===== src/homing_pkg.sv =====
// Package for the homing sequencer: method codes, speed and state types.
// Assumes one clock domain; used by homing_sequencer, axis_model and the bench.
package homing_pkg;
	localparam logic [7:0] METHOD_29 = 8'h1D;
	localparam logic [7:0] METHOD_30 = 8'h1E;
	localparam logic [1:0] SPEED_STOP = 2'h0;
	localparam logic [1:0] SPEED_LOW = 2'h1;
	localparam logic [1:0] SPEED_HIGH = 2'h2;
	localparam logic [2:0] STATE_RESET = 3'h0;

	typedef enum logic [2:0] {
		ST_IDLE = 3'b000,
		ST_REV_HIGH = 3'b001,
		ST_REV_LOW_A = 3'b010,
		ST_FWD_LOW = 3'b011,
		ST_FWD_HIGH = 3'b100,
		ST_REV_LOW_B = 3'b101,
		ST_DONE = 3'b110
	} seq_state_t;

	typedef struct packed {
		logic run;
		logic reverse;
		logic [1:0] speed;
	} motion_cmd_t;

	typedef struct packed {
		logic origin;
		logic rev_limit;
	} switch_in_t;
endpackage


===== src/homing_sequencer.sv =====
// Homing sequencer for one servo axis, methods 29 and the first step of 30.
// Assumes switch inputs already synchronous to clk and debounced upstream.
//
// Overview of operation
// Method 29 branches on deceleration point validity.
// 29.1 starts reverse at high speed.
// Rise slows reverse, fall turns forward, rise stops.
// 29.2: reverse low, fall fwd low, rise stop.
// 29.3: limit first gives fwd high, rise fwd low, rise stop.
// Method 30 invalid point starts reverse high.
// Method and validity latched at start until stop.
`timescale 1ns/1ps
module homing_sequencer (
	input wire logic clk,
	input wire logic rst_n,
	input wire logic start,
	input wire logic abort,
	input wire logic [7:0] method,
	input wire logic decel_valid,
	input wire homing_pkg::switch_in_t sw,
	output homing_pkg::motion_cmd_t cmd,
	output logic busy,
	output logic done,
	output logic limit_seen
);
	homing_pkg::seq_state_t state;
	homing_pkg::seq_state_t next_state;
	logic [7:0] method_q;
	logic valid_q;
	logic origin_q;
	logic rise;
	logic fall;
	logic at_rest;

	// The detector starts low; a false rise after reset is harmless because
	// the idle and finished states never look at origin edges.
	assign rise = sw.origin & ~origin_q;
	assign fall = ~sw.origin & origin_q;
	assign at_rest = state == homing_pkg::ST_IDLE ||
		state == homing_pkg::ST_DONE;

	always_ff @(posedge clk) begin
		if (!rst_n) begin
			origin_q <= 1'b0;
		end else begin
			origin_q <= sw.origin;
		end
	end

	// Latching the branch keeps a mid-run parameter change from
	// switching the sequence under a moving axis.
	always_ff @(posedge clk) begin
		if (!rst_n) begin
			method_q <= 8'h00;
			valid_q <= 1'b0;
		end else if (start && at_rest) begin
			method_q <= method;
			valid_q <= decel_valid;
		end
	end

	always_comb begin
		next_state = state;
		unique case (state)
			homing_pkg::ST_IDLE, homing_pkg::ST_DONE: begin
				if (start && (method == homing_pkg::METHOD_29 ||
						method == homing_pkg::METHOD_30)) begin
					if (method == homing_pkg::METHOD_29 && decel_valid) begin
						next_state = homing_pkg::ST_REV_LOW_A;
					end else begin
						next_state = homing_pkg::ST_REV_HIGH;
					end
				end
			end
			homing_pkg::ST_REV_HIGH: begin
				// Method 30 holds its first step; later steps live elsewhere.
				if (method_q == homing_pkg::METHOD_29) begin
					if (rise) begin
						next_state = homing_pkg::ST_REV_LOW_A;
					end else if (sw.rev_limit) begin
						next_state = homing_pkg::ST_FWD_HIGH;
					end
				end
			end
			homing_pkg::ST_REV_LOW_A: begin
				if (fall) begin
					next_state = homing_pkg::ST_FWD_LOW;
				end
			end
			homing_pkg::ST_FWD_HIGH: begin
				if (rise) begin
					next_state = homing_pkg::ST_FWD_LOW;
				end
			end
			homing_pkg::ST_FWD_LOW: begin
				if (rise) begin
					next_state = homing_pkg::ST_DONE;
				end
			end
			default: begin
				next_state = homing_pkg::ST_IDLE;
			end
		endcase
		if (abort) begin
			next_state = homing_pkg::ST_IDLE;
		end
	end

	always_ff @(posedge clk) begin
		if (!rst_n) begin
			state <= homing_pkg::ST_IDLE;
		end else begin
			state <= next_state;
		end
	end

	always_ff @(posedge clk) begin
		if (!rst_n) begin
			limit_seen <= 1'b0;
		end else if (state == homing_pkg::ST_REV_HIGH &&
				next_state == homing_pkg::ST_FWD_HIGH) begin
			limit_seen <= 1'b1;
		end else if (next_state == homing_pkg::ST_REV_HIGH) begin
			limit_seen <= 1'b0;
		end
	end

	always_ff @(posedge clk) begin
		if (!rst_n) begin
			cmd <= '0;
			busy <= 1'b0;
			done <= 1'b0;
		end else begin
			busy <= next_state != homing_pkg::ST_IDLE &&
				next_state != homing_pkg::ST_DONE;
			done <= next_state == homing_pkg::ST_DONE;
			unique case (next_state)
				homing_pkg::ST_REV_HIGH:
					cmd <= '{1'b1, 1'b1, homing_pkg::SPEED_HIGH};
				homing_pkg::ST_REV_LOW_A, homing_pkg::ST_REV_LOW_B:
					cmd <= '{1'b1, 1'b1, homing_pkg::SPEED_LOW};
				homing_pkg::ST_FWD_HIGH:
					cmd <= '{1'b1, 1'b0, homing_pkg::SPEED_HIGH};
				homing_pkg::ST_FWD_LOW:
					cmd <= '{1'b1, 1'b0, homing_pkg::SPEED_LOW};
				default:
					cmd <= '{1'b0, 1'b0, homing_pkg::SPEED_STOP};
			endcase
		end
	end

	// Abort overrides every transition, so each step check leaves it out.
	// Entry checks cover a restart from the finished state as well.
	a_start_rev_high: assert property (@(posedge clk)
		disable iff (!rst_n)
		(at_rest && start && !abort &&
		method == homing_pkg::METHOD_30) |=>
		cmd.run && cmd.reverse && cmd.speed == homing_pkg::SPEED_HIGH)
		else $error("method 30 did not start reverse high");
	a_valid_rev_low: assert property (@(posedge clk)
		disable iff (!rst_n)
		(at_rest && start && !abort && decel_valid &&
		method == homing_pkg::METHOD_29) |=>
		cmd.run && cmd.reverse && cmd.speed == homing_pkg::SPEED_LOW)
		else $error("valid point did not start reverse low");
	a_invalid_rev_high: assert property (@(posedge clk)
		disable iff (!rst_n)
		(at_rest && start && !abort && !decel_valid &&
		method == homing_pkg::METHOD_29) |=>
		state == homing_pkg::ST_REV_HIGH && cmd.run && cmd.reverse &&
		cmd.speed == homing_pkg::SPEED_HIGH)
		else $error("invalid point did not start reverse high");
	a_rise_rev_low: assert property (@(posedge clk)
		disable iff (!rst_n)
		(state == homing_pkg::ST_REV_HIGH && rise && !abort &&
		method_q == homing_pkg::METHOD_29) |=> cmd.reverse &&
		cmd.speed == homing_pkg::SPEED_LOW)
		else $error("origin rise did not slow reverse");
	a_fall_fwd_low: assert property (@(posedge clk)
		disable iff (!rst_n)
		(state == homing_pkg::ST_REV_LOW_A && fall && !abort) |=>
		!cmd.reverse && cmd.speed == homing_pkg::SPEED_LOW)
		else $error("origin fall did not go forward low");
	a_rise_stop: assert property (@(posedge clk)
		disable iff (!rst_n)
		(state == homing_pkg::ST_FWD_LOW && rise && !abort) |=>
		!cmd.run && done)
		else $error("origin rise did not stop");
	a_limit_fwd_high: assert property (@(posedge clk)
		disable iff (!rst_n)
		(state == homing_pkg::ST_REV_HIGH && !rise && sw.rev_limit &&
		!abort && method_q == homing_pkg::METHOD_29) |=> !cmd.reverse &&
		cmd.speed == homing_pkg::SPEED_HIGH && limit_seen)
		else $error("reverse limit did not turn forward high");
	a_branch_held: assert property (@(posedge clk)
		disable iff (!rst_n)
		busy && $past(busy) |-> $stable(method_q) && $stable(valid_q))
		else $error("latched branch changed while homing");
	a_m30_holds: assert property (@(posedge clk)
		disable iff (!rst_n)
		(state == homing_pkg::ST_REV_HIGH && !abort &&
		method_q == homing_pkg::METHOD_30) |=> state ==
		homing_pkg::ST_REV_HIGH)
		else $error("method 30 left its first step");
	a_rev_low_hold: assert property (@(posedge clk)
		disable iff (!rst_n)
		(state == homing_pkg::ST_REV_LOW_A && !fall && !abort) |=>
		cmd.run && cmd.reverse && cmd.speed == homing_pkg::SPEED_LOW)
		else $error("reverse low left before origin fall");
	a_fwd_high_hold: assert property (@(posedge clk)
		disable iff (!rst_n)
		(state == homing_pkg::ST_FWD_HIGH && !rise && !abort) |=>
		cmd.run && !cmd.reverse &&
		cmd.speed == homing_pkg::SPEED_HIGH)
		else $error("forward high left before origin rise");
	a_fwd_high_low: assert property (@(posedge clk)
		disable iff (!rst_n)
		(state == homing_pkg::ST_FWD_HIGH && rise && !abort) |=>
		cmd.run && !cmd.reverse && cmd.speed == homing_pkg::SPEED_LOW)
		else $error("origin rise did not slow forward");
	a_fwd_low_hold: assert property (@(posedge clk)
		disable iff (!rst_n)
		(state == homing_pkg::ST_FWD_LOW && !rise && !abort) |=>
		cmd.run && !cmd.reverse && cmd.speed == homing_pkg::SPEED_LOW)
		else $error("forward low left before origin rise");
	a_done_stopped: assert property (@(posedge clk)
		disable iff (!rst_n)
		done |-> !cmd.run && !busy)
		else $error("axis moving while homing done");
	a_done_held: assert property (@(posedge clk)
		disable iff (!rst_n)
		(state == homing_pkg::ST_DONE && !start && !abort) |=>
		done && !cmd.run)
		else $error("finished axis did not stay stopped");
endmodule


===== config.mk =====
export PLATFORM = sky130hd
export DESIGN_NAME = homing_sequencer
export DESIGN_NICKNAME = d
export VERILOG_FILES = /design/src/homing_pkg.sv /design/src/homing_sequencer.sv
export SDC_FILE = /design/constraint.sdc
export NUM_CORES = 1
export LEC_CHECK = 0
export ABC_CLOCK_PERIOD_IN_PS = 2300
export BUFFER_PORTS_ARGS = -buffer_cell sky130_fd_sc_hd__buf_2
export CAP_MARGIN = 40
export CORE_UTILIZATION = 45
export DETAILED_ROUTE_END_ITERATION = 10
export PLACE_DENSITY = 0.68
export SLEW_MARGIN = 20
export SYNTH_ARGS = -nofsm -noshare
export SYNTH_HDL_FRONTEND = slang
export SYNTH_SLANG_ARGS = --single-unit

===== constraint.sdc =====
create_clock -name clk -period 2.3 [get_ports clk]
set_clock_uncertainty 0.1 [all_clocks]
set_input_delay 0.115 -clock clk [delete_from_list [all_inputs] [get_ports clk]]
set_output_delay 0.115 -clock clk [all_outputs]
set_load 0.005 [all_outputs]

==> results.cfg <==
[status]
status = finished clean

[finish]
fillers = 177
drive_gt1_frac = 0.297
syn_to_final_growth_pct = 15.7
final_nets = 144
antenna_cells = 0

[drt]
via_per_inst = 5.53
drc_errors = 0
vias = 857
wl_um = 2040
first_pass_iters = 4
antenna_left = 0
drt_iter0_markers = 21
wire_per_inst_um = 13.2

[min_path]
hold_start = method[2]
hold_path.class = in2reg

[yosys]
ys_types = 43
synth.net_count = 119
synth_edf_count = 0
avgSynthCellArea_sq_um = 9.90
ys_top_cells_by_area = dfxtp_1 37%, mux2i_1 7.8%, nor2b_1 5.5%
yosys-top-cells-count = 19 x dfxtp_1, 9 x nor2b_1, 8 x mux2i_1, 6 x and2_1
synthArstFlopShare = 0
synth_top_area_share = 0.369
yosysMostFrequentCell = dfxtp_1
syn_area_sq_mm = 0.00103
synth_top_area_cell = dfxtp_1
ys.flop_type = dfxtp_1
ys_ff_latch = 19
ys_seq_area_frac = 0.369
yosysWarnings = 0
synth_cells = 104

[worst_setup_path]
r2r_start = state[2]
cp-start-kind = flip-flop
critPathMaxFanout = 10
crit_type = reg2reg
worstPathArrival_ns = 2.07
cp-startpoint = state[2]
critPathCaptureType = flip-flop
worstPathRequired_ns = 2.39

[floorplan]
start_util = 0.499
rows = 16
ios = 22
design.die.area_sq_mm = 0.00248
die_y_um = 49.8
die_w_um = 49.8
core_area_sq_mm = 0.00206

[global_routing]
grt_max_degree = 15
top_usage_layer = met2
grt_pass1_wl_um = 3390
grt_antenna_before_repair = 0
met1_usage = 0.244
grt.met2_usage = 0.275
grtUsageMet3 = 0.0185
grt_usage = 0.176
overflow = 0
grt_pass1_vias = 801

[pwr]
max-vdd-ir-drop_mv = 0.279
p_per_area_mw_per_mm2 = 482
leakagePower_uw = 0.000507

[place]
gp_congestion = 0.780
numPortBuffers = 21
hpwlAfterDp_um = 1540

[timing]
slew_headroom = 0.689
fmax_mhz = 504
slew_violations = 0
setup_viol = 0
hold_violations = 0
setup_tns_ns = 0
post-route-min-period_ns = 1.98
rsz0062_at_grt = no
timing.final.crit_share = 0.862
timing.hold.ws_ns = 0.00547
tightest_slew_ns = 0.467

[clock_tree]
clkSlewWorstSetupHoldPaths_ns = 0.10
post_cts.repair.setup_buffers = 0
cts-resized-gates = 0
clock_latency_ns = 0.29
cts.sinks = 19
cts-buffers-inserted = 3
root_buffer = clkbuf_4
cts_tree = done
h-tree-depth = 1
cts.path.max_buffers = 2
cts_hold_buffers = 3

[job]
cap_violations = 0
## critical path, stage by stage (launching register included)
cell and delay [ns]:
dfxtp_1 0.54, and2b_2 0.29, nor3_2 0.17, and2_1 0.46, mux2i_1 0.26, nor2b_1 0.06
## where the power goes
group          internal [uW]  switching [uW]
Clock                   67.5            96.7
Combinational           34.0            32.6
Sequential               339            4.97
## final cells by class
class / count / area (sq um) / area share
sequential: 19 / 380 / 0.319
timing repair buffer: 24 / 135 / 0.113
multi-input combinational: 79 / 608 / 0.511
clock buffer: 4 / 26.3 / 0.0221
inverter: 2 / 7.51 / 0.00630
tap: 27 / 33.8 / 0.0284
## through the flow
stage	instances	util	setup slack [ns]	instance area (sq um)	power [uW]
CTS	155	0.578	0.336	1190	582
global placement	148	0.550	0.437	1130	412
global route	155	0.578	0.223	1190	605
detailed placement	148	0.550	0.371	1130	413
finish	155	0.578	0.317	1190	574
floorplan	104	-	0.730	1030	389
## registers in the layout, summed over array words and instances, names as in the netlist
signal      flops
method_q        8
limit_seen      1
state           3
origin_q        1
done            1
cmd             4
busy            1
## placed cells by master (no fill, tap or decap), types with 3 or more instances in the layout
cell / count
buf_2: 21
dfxtp_1: 19
nor2b_1: 9
mux2i_1: 8
and2_1: 6
nor2_1: 5
nand3_1: 5
a21oi_1: 4
and2b_2: 3
nor3b_1: 3
nor3_1: 3
clkbuf_4: 3
dlygate4sd3_1: 3
## worst paths after layout
path | endpoint | slack [ns] | cells after the start
worst min register to register | method_q[5] | 0.43 | 2
worst max-delay path | method_q[3] | 0.32 | 5
worst max register to register | method_q[3] | 0.32 | 5
worst min-delay path | method_q[2] | 0.005 | 3
## logic make-up (layout without fill, tap and decap cells)
family                 after synthesis  after routing  share of synthesized area
multiplexers                         9              9                     0.0887
flip-flops                          19             19                      0.369
AO/OA/AOI/OAI                       24             24                      0.185
XOR/XNOR                             1              1                    0.00851
buffers and inverters                6             30                     0.0401
AND/OR/NAND/NOR                     45             45                      0.309
## routing by layer
layer / wire length [um] / up-vias
li1: - / 434
met1: 1010 / 390
met2: 875 / 29
met3: 127 / 4
met4: 25 / 0
met5: 0 / -
(Power assumes the default switching activity.)
